==> config.mk <==
export PLATFORM = sky130hd
export DESIGN_NAME = tag_state_machine
export DESIGN_NICKNAME = d
export VERILOG_FILES = /design/src/inc/tsm_pkg.sv /design/src/inc/seen_timer_if.sv /design/src/rtl/tag_state_machine.sv /design/src/rtl/flag_match.sv /design/src/rtl/seen_timer.sv
export SDC_FILE = /design/constraint.sdc
export NUM_CORES = 1
export LEC_CHECK = 0
export BUFFER_PORTS_ARGS = -buffer_cell sky130_fd_sc_hd__clkbuf_2
export CAP_MARGIN = 30
export CORE_ASPECT_RATIO = 1.4
export CORE_UTILIZATION = 40
export CTS_CLUSTER_DIAMETER = 120
export CTS_CLUSTER_SIZE = 40
export DETAILED_ROUTE_END_ITERATION = 8
export PLACE_DENSITY_LB_ADDON = 0.1
export SYNTH_ARGS = -nofsm -noshare
export SYNTH_HDL_FRONTEND = slang
export SYNTH_SLANG_ARGS = --single-unit
==> constraint.sdc <==
create_clock -name i_sys_clk -period 3.3 [get_ports i_sys_clk]
set_input_delay 0.33 -clock i_sys_clk [delete_from_list [all_inputs] [get_ports i_sys_clk]]
set_output_delay 0.33 -clock i_sys_clk [all_outputs]
set_load 0.01 [all_outputs]
==> src/inc/tsm_pkg.sv <==
package tsm_pkg;

  // ----------------------------------------
  // States and command set
  // ----------------------------------------
  typedef enum logic [1:0] {
    st_ready,
    identify_state,
    st_exchange,
    st_power_off
  } tag_state_t;

  typedef enum logic [4:0] {
    group_select_by_data,
    group_select_by_flags,
    group_deselect_by_data,
    group_deselect_by_flags,
    cmd_bulk_write_deselect,
    cmd_collision_retry,
    slot_advance_cmd,
    repeat_reply_cmd,
    cmd_reinit,
    cmd_read,
    cmd_identified_read,
    cmd_verify_read,
    quad_verify_read,
    cmd_byte_write,
    cmd_broadcast_byte_write,
    quad_byte_write,
    broadcast_quad_write,
    cmd_protect,
    protect_query_cmd,
    cmd_port_read,
    variable_length_fetch
  } cmd_t;

  typedef enum logic [1:0] {
    cmp_eq,
    cmp_ne,
    cmp_gt,
    cmp_lt
  } cmp_t;

  // ----------------------------------------
  // Flag byte layout
  // ----------------------------------------
  localparam int FLAG_WIDTH = 8;
  localparam int FLAG_SEEN_POS = 0;
  localparam int FLAG_WOK_POS = 1;
  localparam logic [7:0] FLAG_RESET = 8'h00;

  // ----------------------------------------
  // Timing
  // ----------------------------------------
  localparam int unsigned CLK_FREQ_HZ = 100_000_000;
  // seen_bit_retention_time in milliseconds
  localparam int unsigned SEEN_RETENTION_MS = 5000;
  localparam int unsigned SEEN_RETENTION_CYCLES =
    SEEN_RETENTION_MS * (CLK_FREQ_HZ / 1000);
  localparam int TIMER_W = 32;
  // Command count after a write at which write-slot_advance_cmd is dropped
  localparam int WOK_CLEAR_CMDS = 2;
  localparam int WOK_CNT_W = 2;

endpackage : tsm_pkg

==> src/inc/seen_timer_if.sv <==
`timescale 1ns/1ps
interface seen_timer_if;
  logic start;
  logic stop;
  logic expired;

  modport ctrl (
    output start,
    output stop,
    input expired
  );

  modport timer (
    input start,
    input stop,
    output expired
  );
endinterface : seen_timer_if

==> src/rtl/tag_state_machine.sv <==
`timescale 1ns/1ps
// Contract
// - Each state acts only on its own commands; others change only the write slot_advance_cmd count.
// - Data group select/deselect compare equal, not equal, greater, less.
// - Flag group select/deselect compare only equal or not equal.
// - Ready plus matching group select goes to identify, else stays.
// - Reinit returns to ready and clears the exchange-seen bit.
// - Ready plus ID-addressed command with ID match enters exchange.
// - Identify plus ID commands or identified read with match enters exchange.
// - Quad verify read enters exchange only on ID match and write slot_advance_cmd.
// - Identify plus matching group deselect returns to ready.
// - Bulk-write deselect needs equal written data and write slot_advance_cmd.
// - Exchange stays in exchange for reads, writes, protect commands.
// - Flag byte reached only by flag group commands through byte mask.
// - Flag byte is eight bits, upper six bits read zero.
// - Bit zero is exchange-seen, bit one is write slot_advance_cmd.
// - Exchange-seen set on entering exchange, kept until reinit or retention timeout.
// - Power-off with seen bit set starts retention timer clearing it.
// - Return to ready with seen bit still set stops timer, keeps bit.
// - After reset the tag falls to power-off until the synchronised field is present, then sits in ready.
// - Write slot_advance_cmd set by good programming, dropped by second command.
module tag_state_machine #(
  parameter int unsigned RETENTION_CYCLES = tsm_pkg::SEEN_RETENTION_CYCLES
) (
  input wire logic i_sys_clk,
  input wire logic i_rst_n,
  input wire logic i_field_present,
  input wire logic i_cmd_valid,
  input wire tsm_pkg::cmd_t i_cmd,
  input wire tsm_pkg::cmp_t i_cmp,
  input wire logic i_id_match,
  input wire logic i_data_eq,
  input wire logic i_data_gt,
  input wire logic i_bulk_data_match,
  input wire logic [7:0] i_flag_mask,
  input wire logic [7:0] i_flag_value,
  input wire logic i_prog_done,
  input wire logic i_prog_ok,
  output tsm_pkg::tag_state_t o_state,
  output logic [7:0] o_flag_byte,
  output logic o_cmd_taken,
  output logic o_cmd_ignored
);
  import tsm_pkg::*;

  // ----------------------------------------
  // Decoding helpers
  // ----------------------------------------
  function automatic logic data_criterion(input cmp_t cmp,
                                          input logic eq,
                                          input logic gt);
    logic res;
    res = 1'b0;
    case (cmp)
      cmp_eq: res = eq;
      cmp_ne: res = !eq;
      cmp_gt: res = gt;
      cmp_lt: res = !eq && !gt;
      default: res = 1'b0;
    endcase
    return res;
  endfunction : data_criterion

  function automatic logic is_id_cmd(input cmd_t cmd);
    logic res;
    res = 1'b0;
    case (cmd)
      cmd_read, cmd_byte_write, quad_byte_write, protect_query_cmd,
      cmd_port_read, variable_length_fetch: res = 1'b1;
      default: res = 1'b0;
    endcase
    return res;
  endfunction : is_id_cmd

  function automatic logic is_exchange_cmd(input cmd_t cmd);
    logic res;
    res = 1'b0;
    case (cmd)
      cmd_read, cmd_identified_read, cmd_verify_read, quad_verify_read,
      cmd_port_read, variable_length_fetch, cmd_byte_write,
      cmd_broadcast_byte_write, quad_byte_write, broadcast_quad_write,
      cmd_protect, protect_query_cmd: res = 1'b1;
      default: res = 1'b0;
    endcase
    return res;
  endfunction : is_exchange_cmd

  // ----------------------------------------
  // State
  // ----------------------------------------
  typedef struct packed {
    tag_state_t state;
    logic seen;
    logic wok;
    logic wok_armed;
    logic [WOK_CNT_W-1:0] cmds_after;
    logic taken;
    logic ignored;
    logic field_meta;
    logic field_sync;
    logic timer_start;
    logic timer_stop;
  } top_st_t;

  top_st_t s_q;
  top_st_t s_d;

  seen_timer_if tmr ();

  logic flag_cmp_ok;
  logic flag_hit;
  logic data_hit;
  logic [7:0] flag_byte;

  always_comb begin
    flag_byte = FLAG_RESET;
    flag_byte[FLAG_SEEN_POS] = s_q.seen;
    flag_byte[FLAG_WOK_POS] = s_q.wok;
  end

  flag_match u_flag_match (
    .i_flags(flag_byte),
    .i_mask(i_flag_mask),
    .i_value(i_flag_value),
    .i_cmp(i_cmp),
    .o_valid_cmp(flag_cmp_ok),
    .o_match(flag_hit)
  );

  seen_timer #(
    .RETENTION_CYCLES(RETENTION_CYCLES)
  ) u_seen_timer (
    .i_sys_clk(i_sys_clk),
    .i_rst_n(i_rst_n),
    .bus(tmr.timer)
  );

  assign data_hit = data_criterion(i_cmp, i_data_eq, i_data_gt);
  assign tmr.start = s_q.timer_start;
  assign tmr.stop = s_q.timer_stop;

  // ----------------------------------------
  // Next state
  // ----------------------------------------
  always_comb begin
    logic act;
    logic go_exch;
    act = 1'b0;
    go_exch = 1'b0;
    s_d = s_q;
    s_d.taken = 1'b0;
    s_d.ignored = 1'b0;
    s_d.timer_start = 1'b0;
    s_d.timer_stop = 1'b0;
    // Field level is asynchronous to the oscillator
    s_d.field_meta = i_field_present;
    s_d.field_sync = s_q.field_meta;

    if (s_q.state == st_power_off) begin
      if (s_q.field_sync) begin
        s_d.state = st_ready;
        s_d.timer_stop = s_q.seen;
      end
    end else if (!s_q.field_sync) begin
      s_d.state = st_power_off;
      s_d.wok = 1'b0; // Supply loss voids the write result
      s_d.wok_armed = 1'b0;
      s_d.timer_start = s_q.seen;
    end else if (i_cmd_valid) begin
      case (s_q.state)
        st_ready: begin
          case (i_cmd)
            group_select_by_data: begin
              act = 1'b1;
              if (data_hit) begin
                s_d.state = identify_state;
              end
            end
            group_select_by_flags: begin
              act = flag_cmp_ok;
              if (flag_cmp_ok && flag_hit) begin
                s_d.state = identify_state;
              end
            end
            cmd_reinit: begin
              act = 1'b1;
            end
            quad_verify_read: begin
              act = 1'b1;
              go_exch = i_id_match && s_q.wok;
            end
            default: begin
              act = is_id_cmd(i_cmd);
              go_exch = act && i_id_match;
            end
          endcase
        end
        identify_state: begin
          case (i_cmd)
            group_select_by_data, cmd_collision_retry, slot_advance_cmd,
            repeat_reply_cmd, cmd_broadcast_byte_write,
            broadcast_quad_write: begin
              act = 1'b1;
            end
            group_select_by_flags: begin
              act = flag_cmp_ok;
            end
            group_deselect_by_data: begin
              act = 1'b1;
              if (data_hit) begin
                s_d.state = st_ready;
              end
            end
            group_deselect_by_flags: begin
              act = flag_cmp_ok;
              if (flag_cmp_ok && flag_hit) begin
                s_d.state = st_ready;
              end
            end
            cmd_bulk_write_deselect: begin
              act = 1'b1;
              if (i_bulk_data_match && s_q.wok) begin
                s_d.state = st_ready;
              end
            end
            cmd_reinit: begin
              act = 1'b1;
            end
            cmd_identified_read: begin
              act = 1'b1;
              go_exch = i_id_match;
            end
            quad_verify_read: begin
              act = 1'b1;
              go_exch = i_id_match && s_q.wok;
            end
            default: begin
              act = is_id_cmd(i_cmd);
              go_exch = act && i_id_match;
            end
          endcase
        end
        st_exchange: begin
          act = (i_cmd == cmd_reinit) || is_exchange_cmd(i_cmd);
        end
        default: begin
          act = 1'b0;
        end
      endcase

      if (act && i_cmd == cmd_reinit) begin
        s_d.state = st_ready;
        s_d.seen = 1'b0;
      end
      if (go_exch) begin
        s_d.state = st_exchange;
      end
      s_d.taken = act;
      s_d.ignored = !act;

      // Any received command counts toward dropping write slot_advance_cmd
      if (s_q.wok_armed) begin
        if (s_q.cmds_after == WOK_CNT_W'(WOK_CLEAR_CMDS - 1)) begin
          s_d.wok = 1'b0;
          s_d.wok_armed = 1'b0;
        end else begin
          s_d.cmds_after = s_q.cmds_after + 1'b1;
        end
      end
    end

    // Entering exchange marks the tag as handled
    if (s_d.state == st_exchange) begin
      s_d.seen = 1'b1;
    end
    // Timer only runs with the tag unpowered, so no fresh set can race it
    if (tmr.expired && s_q.state == st_power_off) begin
      s_d.seen = 1'b0;
    end

    // A fresh programming result wins over the command count clear
    if (i_prog_done && s_q.state != st_power_off) begin
      s_d.wok = i_prog_ok;
      s_d.wok_armed = 1'b1;
      s_d.cmds_after = '0;
    end
  end

  always_ff @(posedge i_sys_clk) begin
    if (!i_rst_n) begin
      s_q <= '0;
      s_q.state <= st_ready;
    end else begin
      s_q <= s_d;
    end
  end

  assign o_state = s_q.state;
  assign o_flag_byte = flag_byte;
  assign o_cmd_taken = s_q.taken;
  assign o_cmd_ignored = s_q.ignored;

endmodule : tag_state_machine

==> src/rtl/flag_match.sv <==
`timescale 1ns/1ps
module flag_match (
  input wire logic [7:0] i_flags,
  input wire logic [7:0] i_mask,
  input wire logic [7:0] i_value,
  input wire tsm_pkg::cmp_t i_cmp,
  output logic o_valid_cmp,
  output logic o_match
);
  import tsm_pkg::*;

  logic equal;

  // Masked compare of the flag byte
  assign equal = ((i_flags ^ i_value) & i_mask) == 8'h00;

  always_comb begin
    o_valid_cmp = 1'b0;
    o_match = 1'b0;
    case (i_cmp)
      cmp_eq: begin
        o_valid_cmp = 1'b1;
        o_match = equal;
      end
      cmp_ne: begin
        o_valid_cmp = 1'b1;
        o_match = !equal;
      end
      default: begin
        o_valid_cmp = 1'b0;
        o_match = 1'b0;
      end
    endcase
  end
endmodule : flag_match

==> src/rtl/seen_timer.sv <==
`timescale 1ns/1ps
module seen_timer #(
  parameter int unsigned RETENTION_CYCLES = tsm_pkg::SEEN_RETENTION_CYCLES
) (
  input wire logic i_sys_clk,
  input wire logic i_rst_n,
  seen_timer_if.timer bus
);
  import tsm_pkg::*;

  localparam logic [TIMER_W-1:0] LAST =
    TIMER_W'(RETENTION_CYCLES - 1);

  typedef struct packed {
    logic running;
    logic [TIMER_W-1:0] count;
    logic expired;
  } timer_st_t;

  timer_st_t s_q;
  timer_st_t s_d;

  assign bus.expired = s_q.expired;

  always_comb begin
    s_d = s_q;
    s_d.expired = 1'b0;
    if (bus.stop) begin
      s_d.running = 1'b0;
      s_d.count = '0;
    end else if (bus.start) begin
      s_d.running = 1'b1;
      s_d.count = '0;
    end else if (s_q.running) begin
      if (s_q.count == LAST) begin
        s_d.running = 1'b0;
        s_d.expired = 1'b1;
      end else begin
        s_d.count = s_q.count + 1'b1;
      end
    end
  end

  always_ff @(posedge i_sys_clk) begin
    if (!i_rst_n) begin
      s_q <= '0;
    end else begin
      s_q <= s_d;
    end
  end
endmodule : seen_timer

-- Word-level counts from Yosys, hierarchy flattened
Memory sizes are Yosys's and may differ from the RTL's.
Index checks and enable logic that the tools add are counted.
- add/subtract/negate cells: 2
- equal/unequal tests: 33
- mux-type cells: 58
- bitwise operators: 9
- reductions and logical operators: 43
- operator list (kind ; count):
    $eq A5 B4 Y1 const B ; 7
    $mux W34 ; 1
    $mux W33 ; 1
    $add A32 B1 Y32 const B ; 1
    $eq A32 B29 Y1 const B ; 1
    $mux W32 ; 1
    $mux W1 ; 26
    $mux W2 ; 12
    $reduce_or A11 Y1 ; 2
    $eq A5 B3 Y1 const B ; 4
    $eq A5 B5 Y1 const B ; 4
    $reduce_or A13 Y1 ; 1
    $mux W4 ; 3
    $reduce_or A3 Y1 ; 4
    $reduce_or A4 Y1 ; 3
    $eq A2 B2 Y1 const B ; 5
    $eq A5 B2 Y1 const B ; 2
    $pmux W1 S2 ; 5
    $reduce_or A2 Y1 ; 5
    $logic_and A1 B1 Y1 ; 9
    $mux W9 ; 1
    $and A8 B8 Y8 ; 1
    $logic_not A8 Y1 ; 1
    $pmux W2 S2 ; 2
    24 further kinds ; 43
- bits in registers: 47
- bits in read-only memories: 32
- input port bits: 33
- output and inout port bits: 12
- logic and storage cells: 160
- memories: 1
- memories (memory ; words ; bits a word ; rd ports ; clocked after memory_dff ; write ports ; line ; text):
    (name not given) ; 32 ; 1 ; 1 ; 0 ; 0 ; tag_state_machine.sv:78 ; case (cmd)

-- Logic depth before layout (Yosys ltp)
Gate-level depths: netlist of the first run.
- depth after elaboration: 22
- mapped depth: 7
- depth with buffers taken out: 6

-- By module
From an unflattened synthesis of the first run, not the netlist that was laid out.
- cells, all modules: 345
- area total of the unflattened synthesis: 2844.0 um2
- modules (own cells, without submodules) (module ; times used ; cells each ; area each (um2) ; sequential area each (um2)):
    seen_timer ; 1 ; 195 ; 1646.6 ; 680.7
    tag_state_machine ; 1 ; 133 ; 1066.0 ; 260.2
    flag_match ; 1 ; 17 ; 131.4 ; 0.0

-- Worst setup path after synthesis of the first run
No wires, ideal clock.
- kind: input -> register
- from: input i_cmd[4]
- to: register s_q, in the netlist o_flag_byte[0]
- setup time: 0.117 ns
- data arrival time: 1.554 ns
- data required time: 3.183 ns
- slack: 1.629 ns
- stages on the path: 6
- buffers on the path: 1
- cell sequence: clkbuf_1 -> or3b_1 -> nor3_1 -> nand4_1 -> a21o_1 -> o2bb2ai_1
- longest elaborated chain between the ends: 22
- elaborated cells between the ends (all ways): 72
- classes of those cells: eq/ne: 20; mux: 36; reduce/logical: 15; memory: 1
- ends and longest elaborated chain (element ; line ; text):
    start, declared ; tag_state_machine.sv:29 ; input wire tsm_pkg::cmd_t i_cmd,
    $eq A5 B4 Y1 or $eq A5 B5 Y1 (tied branches) ; tag_state_machine.sv:67 ; case (cmd)
    $reduce_or A6 Y1 ; tag_state_machine.sv:67 ;
    $mux W1 ; tag_state_machine.sv:67 ;
    $mux W1 (on tied branches) ; tag_state_machine.sv:199, tag_state_machine.sv:172 ;
    $mux W1 ; tag_state_machine.sv:170 ; case (s_q.state)
    $mux W1 ; tag_state_machine.sv:169 ; end else if (i_cmd_valid) begin
    $mux W1 ; tag_state_machine.sv:164 ; end else if (!s_q.field_sync) begin
    $mux W1 ; tag_state_machine.sv:159 ; if (s_q.state == st_power_off) begin
    [... 6 more ...] ; - ;
    $mux W3 ; tag_state_machine.sv:251 ; if (act && i_cmd == cmd_reinit) begin
    $mux W2 ; tag_state_machine.sv:255 ; if (go_exch) begin
    $mux W9 ; tag_state_machine.sv:169 ;
    $mux W2 ; tag_state_machine.sv:164 ;
    $mux W2 ; tag_state_machine.sv:159 ;
    $eq A2 B2 Y1 ; tag_state_machine.sv:273 ; if (s_d.state == st_exchange) begin
    $ne A2 B2 Y1 (no line) or $reduce_bool A2 Y1 (tied branches) ; - ;
    $reduce_and A4 Y1 (no line) ; - ;
    end, declared ; tag_state_machine.sv:105 ; top_st_t s_q;
Several ways; a longest one is shown, not always the timed one. The select of a mux whose other input is x is not followed.
A chain may end at the register's enable or synchronous reset.

-- Final worst setup path of the first run
- from: register u_seen_timer.s_q[26] in the netlist's numbering
- to: register u_seen_timer.s_q[4] in the netlist's numbering
- longest elaborated chain between the ends: 3
- ends and longest elaborated chain (element ; line ; text):
    start, declared ; seen_timer.sv:20 ; timer_st_t s_q;
    start signal, assigned ; seen_timer.sv:46 ; s_q <= '0;
    start signal, assigned ; seen_timer.sv:48 ; s_q <= s_d;
    $eq A32 B29 Y1 ; seen_timer.sv:35 ; if (s_q.count == LAST) begin
    $not A1 Y1 (no line) ; - ;
    $reduce_and A2 Y1 (no line) ; - ;
No other way between the ends.

==> metrics.yaml, run 1 <==
status: "finished, final reports clean"
max_slew_margin_pct: 39.75
grt_use_met1_pct: 21.28
cts_resized: 0
numPortBuffers: 38
layout.nets: 404
grtUsageMet3_pct: 2.500
yosysWarnings: 0
clkSinkCount: 47
fin_tns_setup_ps: 0
yosysMostFrequentCell: "dfxtp_1"
die_area_sq_um: 7289
n_antenna_cell: 0
antenna_found_initial: 0
arrival_ps: 2530
fp.dieW_microns: 72.45
rsz0062_at_grt: "false"
yosysSeqAreaShare_pct: 33.86
crit_required_ps: 3550
vias_per_cell: 5.496
fp.coreArea_sq_um: 6656
period_share_pct: 69.02
critical_path_class: "reg -> reg"
synth-async-reset-ratio_pct: 0
worst_hold_path_type: "in -> reg"
crit_path_cell_trace: "nor4b_1 -> nand4_1 -> nor3_2 -> o21ai_0 -> a21oi_1"
place_hpwl_microns: 4544
power_density_nw_per_um2: 366.2
synth_area_leader_cell: "dfxtp_1"
period_needed_ps: 2278
holdWs_ps: 223.5
synth_area_leaders: "dfxtp_1 34%, a21oi_1 5.0%, nand2_1 3.8%"
drtAntennaViolNets: 0
post-route-util_pct: 46.26
routed_wl_microns: 6177
wl_per_cell_microns: 13.37
routabilityCongestion: 0.8214
worstSetupEndpointType: "register"
synth_cell_type_count: 55
avgSynthCellArea_sq_um: 8.078
startpoint_type: "register"
chipHeight_microns: 100.6
drv_slew: 0
netlist_instances: 344
timing.fmax_mhz: 439.1
grt_max_degree: 33
io_pins: 45
cpMaxStageDelayCell: "nor3_2"
cts_setup_buffers: 0
synth-edff-count: 0
drive_above_1_share_pct: 15.41
peakVddDrop_v: 0.0002707
leakagePower_nw: 1.097
grt_pass1_vias: 2351
overflow: 0
syn-cell-area_sq_um: 2779
worst_pin_slew_ps: 898.9
core.rowCount: 35
drv_cap: 0
first_pass_iters: 4
finalSetupViolCount: 0
clk_latency_ps: 310
netlist.area_leader.share_pct: 33.86
area.growth.synth_to_final_pct: 10.81
clk_path_buf_depth: 2
grt_use_total_pct: 18.15
clk_pin_slew_ps: 100
top_usage_layer: "met2"
ys_ff_latch: 47
grt_pass1_wl_microns: 10760
cpPeakStageDelay_ps: 770
postCtsHoldBufs: 0
cts-root-buf: "clkbuf_8"
yosys-top-cells-count: "47 x dfxtp_1, 28 x a21oi_1, 28 x nand2_1"
drt_iter0_markers: 139
drc_errors: 0
cts_tree: "yes"
grt_use_met2_pct: 32.85
synth_ff_type: "dfxtp_1"
cts_buffers: 5
finalHoldViolCount: 0
initial_core_util_pct: 41.75
num-fill-cells: 710
fin_skew_ps: 13.42
htree_levels: 2
worstPathMaxFanout: 18
vias: 2539
==> flip-flops by register name, indices dropped and copies added (netlist names) <==
register / count
u_seen_timer.s_q: 33
s_q: 4
o_flag_byte: 2
o_state: 2
o_cmd_ignored: 1
o_cmd_taken: 1
s_d: 1
tmr.start: 1
tmr.stop: 1
u_seen_timer.bus.expired: 1
==> worst max-delay path, delay by kind of cell (launching register included) <==
kind | cells | cell delay, ps
AND/OR/NAND/NOR | 3 | 1470
flip-flops | 1 | 390
AO/OA/AOI/OAI | 2 | 360
==> cells in the final DEF, fill, tap and decap left out, types with 2 or more instances in the layout <==
cell / count
or3_1: 12
nor3_1: 8
clkbuf_2: 38
xor2_1: 9
and3_1: 7
o311a_1: 2
nor3b_1: 3
nor2b_1: 5
a211oi_1: 3
a41oi_1: 2
nor4b_1: 7
nor2_1: 24
nand3_1: 17
o21ai_0: 16
o211ai_1: 3
nand2b_1: 4
nand3b_1: 3
and4_1: 3
mux2i_1: 3
and2_1: 5
nand2_1: 28
nor4_1: 3
dfxtp_1: 47
o2bb2ai_1: 2
a22oi_1: 4
or4_1: 10
nand4_1: 10
o31ai_1: 11
a21oi_1: 28
clkbuf_8: 5
xnor2_1: 5
a21boi_0: 3
ha_1: 2
conb_1: 6
inv_1: 9
==> path summary, 6_finish.rpt <==
path | from | endpoint | slack (ps) | depth (start not counted)
setup / recovery | u_seen_timer.s_q[26] | u_seen_timer.s_q[4] | 1020 | 5
hold / removal | i_field_present | s_d[2] | 220 | 2
setup reg to reg | u_seen_timer.s_q[26] | u_seen_timer.s_q[4] | 1020 | 5
hold reg to reg | s_d[2] | s_q[2] | 440 | 1
==> power breakdown <==
group	leakage [nW]	total [mW]	switching (mW)	internal (mW)
Clock	0.0548	0.441	0.213	0.228
Combinational	0.662	0.102	0.0564	0.0453
Sequential	0.380	0.584	0.0114	0.573
==> logic make-up after synthesis <==
group,after synthesis,share of synthesized area [%]
fa+ha+maj,2,0.9004
compound gates,82,19.00
xor+xnor,14,4.413
simple gates,159,33.72
flops,47,33.86
other cells,1,0.1349
mux,4,1.486
buf+inv,35,6.483
==> per-layer routing <==
metal	routed length [microns]	vias up
met4	103	0
met5	0	-
met1	2788	1181
met2	3140	38
li1	-	1311
met3	145	9
==> stage by stage <==
stage	cell area [sq um]	worst slack, ps	power [mW]	cells
finish	3079	1022	1.128	462
global route	3079	820.3	1.174	462
CTS	3079	1021	1.145	462
detailed placement	2964	1031	0.6995	454
global placement	2964	1057	0.6990	454
floorplan	2798	1629	0.6697	349
==> area by class of cell <==
| class | count | area (sq um) | share of cell area [%] |
|---|---|---|---|
| timing repair buffer | 39 | 197.7 | 6.420 |
| tap | 92 | 115.1 | 3.738 |
| inverter | 9 | 33.78 | 1.097 |
| clock buffer | 5 | 68.82 | 2.235 |
| clock inverter | 3 | 46.29 | 1.503 |
| multi-input combinational | 267 | 1677 | 54.45 |
| sequential | 47 | 940.9 | 30.56 |
Power figures use the tool's default switching activity.
==> inputs of run 2 (changes only) <==
--- a/config.mk
+++ b/config.mk
@@ -5,6 +5,7 @@
 export SDC_FILE = /design/constraint.sdc
 export NUM_CORES = 1
 export LEC_CHECK = 0
+export ABC_AREA = 1
 export BUFFER_PORTS_ARGS = -buffer_cell sky130_fd_sc_hd__clkbuf_2
 export CAP_MARGIN = 30
 export CORE_ASPECT_RATIO = 1.4
==> constraint.sdc (replaced) <==
create_clock -name i_sys_clk -period 2.15 [get_ports i_sys_clk]
set_input_delay 0.215 -clock i_sys_clk [delete_from_list [all_inputs] [get_ports i_sys_clk]]
set_output_delay 0.215 -clock i_sys_clk [all_outputs]
set_load 0.01 [all_outputs]
==> run 2 against run 1 <==
Net effect:
- via count rose by 28%
- core utilization decreased by 0.49 points
- combinational power increased by 110%
- worst setup slack got worse by 860 ps
- worst hold slack lost 130 ps
- total power is 48% higher
- register-to-register slack worse by 860 ps
- non-clock buffer count grew 7
- area after synthesis rose by 15%
- clock-buffer cell count unchanged
- largest power group unchanged
==> metrics.yaml, run 2 <==
worst_hold_path_type: "in -> reg"
clk_pin_slew_ps: 100  # about the same
cpPeakStageDelay_ps: 380  # -390 ps
hold_path_startpoint: "i_field_present"
top_register: "u_seen_timer.s_q"
cts_setup_buffers: 0  # unchanged
routed_wl_microns: 8266  # +34%
first_pass_iters: 4  # unchanged
worstSetupEndpointType: "register"
arrival_ps: 2220  # -310 ps
netlist.area_leader.share_pct: 29.41  # -4.4 points
synth_area_leaders: "dfxtp_1 29%, nand2_1 17%, a21oi_1 6.7%"
synth_top_family_by_area: "simple AND/OR/NAND/NOR gates"
netlist_instances: 508  # +48%
die_area_sq_um: 8365  # +15%
yosysWarnings: 0  # unchanged
core.rowCount: 38  # +8.6%
grt_max_degree: 32  # -3.0%
vias: 3251  # +28%
layout.nets: 580  # +44%
overflow: 0  # unchanged
timing.rr.start: "u_seen_timer.s_q[1]"
cpMaxStageDelayCell: "dfxtp_1"
cts_buffers: 5  # unchanged
period_needed_ps: 1991  # -286.8 ps
synth-edff-count: 0  # unchanged
reg_top3: "u_seen_timer.s_q (33), s_q (4)"
cpLargestDelayFamily: "simple AND/OR/NAND/NOR gates"
rrSetupSlack_ps: 160  # -860 ps
period_share_pct: 92.60  # +24 points
yosys-top-cells-count: "148 x nand2_1, 49 x inv_1, 49 x nor2_1"
power_density_nw_per_um2: 469.4  # +28%
max_slew_margin_pct: 56.15  # +16 points
initial_core_util_pct: 41.28  # -0.47 points
internal-power_mw: 1.189  # +40%
ys_ff_latch: 47  # unchanged
netSwitchingFraction_pct: 28.57  # +3.7 points
numPortBuffers: 38  # unchanged
synthXorXnorAreaFrac_pct: 5.749  # +1.3 points
place_hpwl_microns: 6619  # +46%
clkSinkCount: 47  # unchanged
yosysMostFrequentCell: "nand2_1"
cts-root-buf: "clkbuf_8"
grt_use_total_pct: 20.67  # +2.5 points
finalSetupViolCount: 0  # unchanged
drv_slew: 0  # unchanged
postCtsHoldBufs: 0  # unchanged
crit_required_ps: 2380  # -1170 ps
synthAdderAreaFrac_pct: 0.7822  # -0.12 points
htree_levels: 2  # unchanged
synth-compound-area-share_pct: 11.62  # -7.4 points
holdPathStages: 3  # +1
whs_endpoint: "s_d[2]"
synth_cell_type_count: 39  # -29%
fp.dieW_microns: 77.59  # +7.1%
worstRegToRegCells: 9  # +4
crit_path_cell_trace: "ha_1 -> nand2_1 -> nor3_1 -> nand3_1 -> nand2_2 -> inv_2 -> nand4_1 -> o21ai_1 -> a21oi_1"
drv_cap: 0  # unchanged
clock_power_share_pct: 33.4  # -5.7 points
finalHoldViolCount: 0  # unchanged
peakVddDrop_v: 0.0003103  # +15%
synth_area_leader_cell: "dfxtp_1"
final_cell_mix: "148 x nand2_1, 49 x inv_1, 49 x nor2_1"
worst_pin_slew_ps: 657.0  # -241.9 ps
grt_pass1_vias: 3112  # +32%
clk_latency_ps: 300  # about the same
avgSynthCellArea_sq_um: 6.298  # -22%
path_buf_inv: 1  # +1
area.growth.synth_to_final_pct: 10.87  # about the same
wl_per_cell_microns: 12.80  # -4.3%
cts_resized: 0  # unchanged
timing.fmax_mhz: 502.3  # +14%
syn-cell-area_sq_um: 3199  # +15%
final_area_sq_um: 3547  # +15%
routabilityCongestion: 0.9860  # +20%
worstPathMaxFanout: 31  # +13
io_pins: 45  # unchanged
synth-async-reset-ratio_pct: 0  # unchanged
fin_skew_ps: 8.357  # -5.068 ps
critical_path_class: "reg -> reg"
cts_tree: "yes"
largest_reg_flops: 33  # unchanged
clk_path_buf_depth: 2  # unchanged
synth_ff_type: "dfxtp_1"
drtAntennaViolNets: 0  # unchanged
startpoint_type: "register"
antenna_found_initial: 0  # unchanged
postPlaceCellArea_sq_um: 3455  # +17%
status: "finished, final reports clean"
r2r-end: "u_seen_timer.s_q[12]"
muxShareOfSynthArea_pct: 0  # -1.5 points
pwr-share-seq_pct: 53.7  # +1.9 points
pwr-share-comb_pct: 12.9  # +3.9 points
fin_tns_setup_ps: 0  # unchanged
drt_iter0_markers: 127  # -8.6%
rsz0062_at_grt: "false"
chipHeight_microns: 107.8  # +7.2%
yosysSeqAreaShare_pct: 29.41  # -4.4 points
fp.coreArea_sq_um: 7750  # +16%
grt_pass1_wl_microns: 13760  # +28%
final_common_cell: "nand2_1"
p_sw_mw: 0.4757  # +69%
n_antenna_cell: 0  # unchanged
drive_above_1_share_pct: 15.38  # -0.021 points
vias_per_cell: 5.033  # -8.4%
yosys.area_share.simple_pct: 41.34  # +7.6 points
drc_errors: 0  # unchanged
leakagePower_nw: 1.442  # +31%
[run 2: changes by cell type after synthesis, sizes merged, moves of 10 or more]
cell and change:
o31ai -11, a21oi +17, nor2 +29, or4 -10, nand3 +17, nand2 +127
or3 -12, nor3 +17, inv +45
[run 2: metal layers]
metal,vias up,GRT usage [%],wire length [microns]
li1,1708,-,-
met1,1423,20.84,3327
met2,94,39.32,4221
met3,26,2.966,302
met4,0,12.80,415
met5,-,0,0
[run 2: worst min-delay path, stage by stage]
cell      delay [ps]
clkbuf_2          80
nand2_1           50
inv_1             40
[run 2: cell families (layout without fill, tap and decap cells)]
group / Yosys count / in the layout
AND/OR/NAND/NOR: 291 / 291
buffers and inverters: 77 / 110
AO/OA/AOI/OAI: 69 / 69
flip-flops: 47 / 47
XOR/XNOR: 21 / 21
adder cells (fa/ha/maj): 2 / 2
other: 1 / 6
[run 2: power groups by stage]
stage	clock network [mW]	registers, mW	logic [mW]
3_5_place_dp	0	0.915	0.216
2_1_floorplan	0	0.911	0.161
4_1_cts	0.583	0.894	0.217
5_1_grt	0.613	0.897	0.245
6_report	0.556	0.894	0.216
3_3_place_gp	0	0.915	0.214
[run 2: worst max path at each step]
stage | slack [ps] | cells past startpoint | to | startpoint
floorplan | 560 | 9 | u_seen_timer.s_q[30] | u_seen_timer.s_q[1]
global placement | 250 | 9 | u_seen_timer.s_q[5] | u_seen_timer.s_q[1]
detailed placement | 190 | 9 | u_seen_timer.s_q[12] | u_seen_timer.s_q[1]
CTS | 160 | 9 | u_seen_timer.s_q[12] | u_seen_timer.s_q[1]
global route | 10 | 9 | u_seen_timer.s_q[12] | u_seen_timer.s_q[1]
finish | 160 | 9 | u_seen_timer.s_q[12] | u_seen_timer.s_q[1]
[run 2: layout make-up]
type / count / area, sq um
clock buffer: 5 / 68.82
clock inverter: 3 / 23.77
fill: 852 / 4203
inverter: 56 / 212.7
multi-input combinational: 389 / 1926
sequential: 47 / 940.9
tap: 100 / 125.1
timing repair buffer: 46 / 250.2
[run 2: through the flow]
step	utilization, %	instances	power (mW)	setup WS, ps	hold slack [ps]
2_1_floorplan	-	513	1.071	555.8	312.6
4_1_cts	45.77	646	1.695	157.1	96.37
6_report	45.77	646	1.665	159.2	98.34
3_3_place_gp	44.58	638	1.129	249.8	400.3
5_1_grt	45.77	646	1.755	9.573	107.6
3_5_place_dp	44.58	638	1.131	187.9	403.4
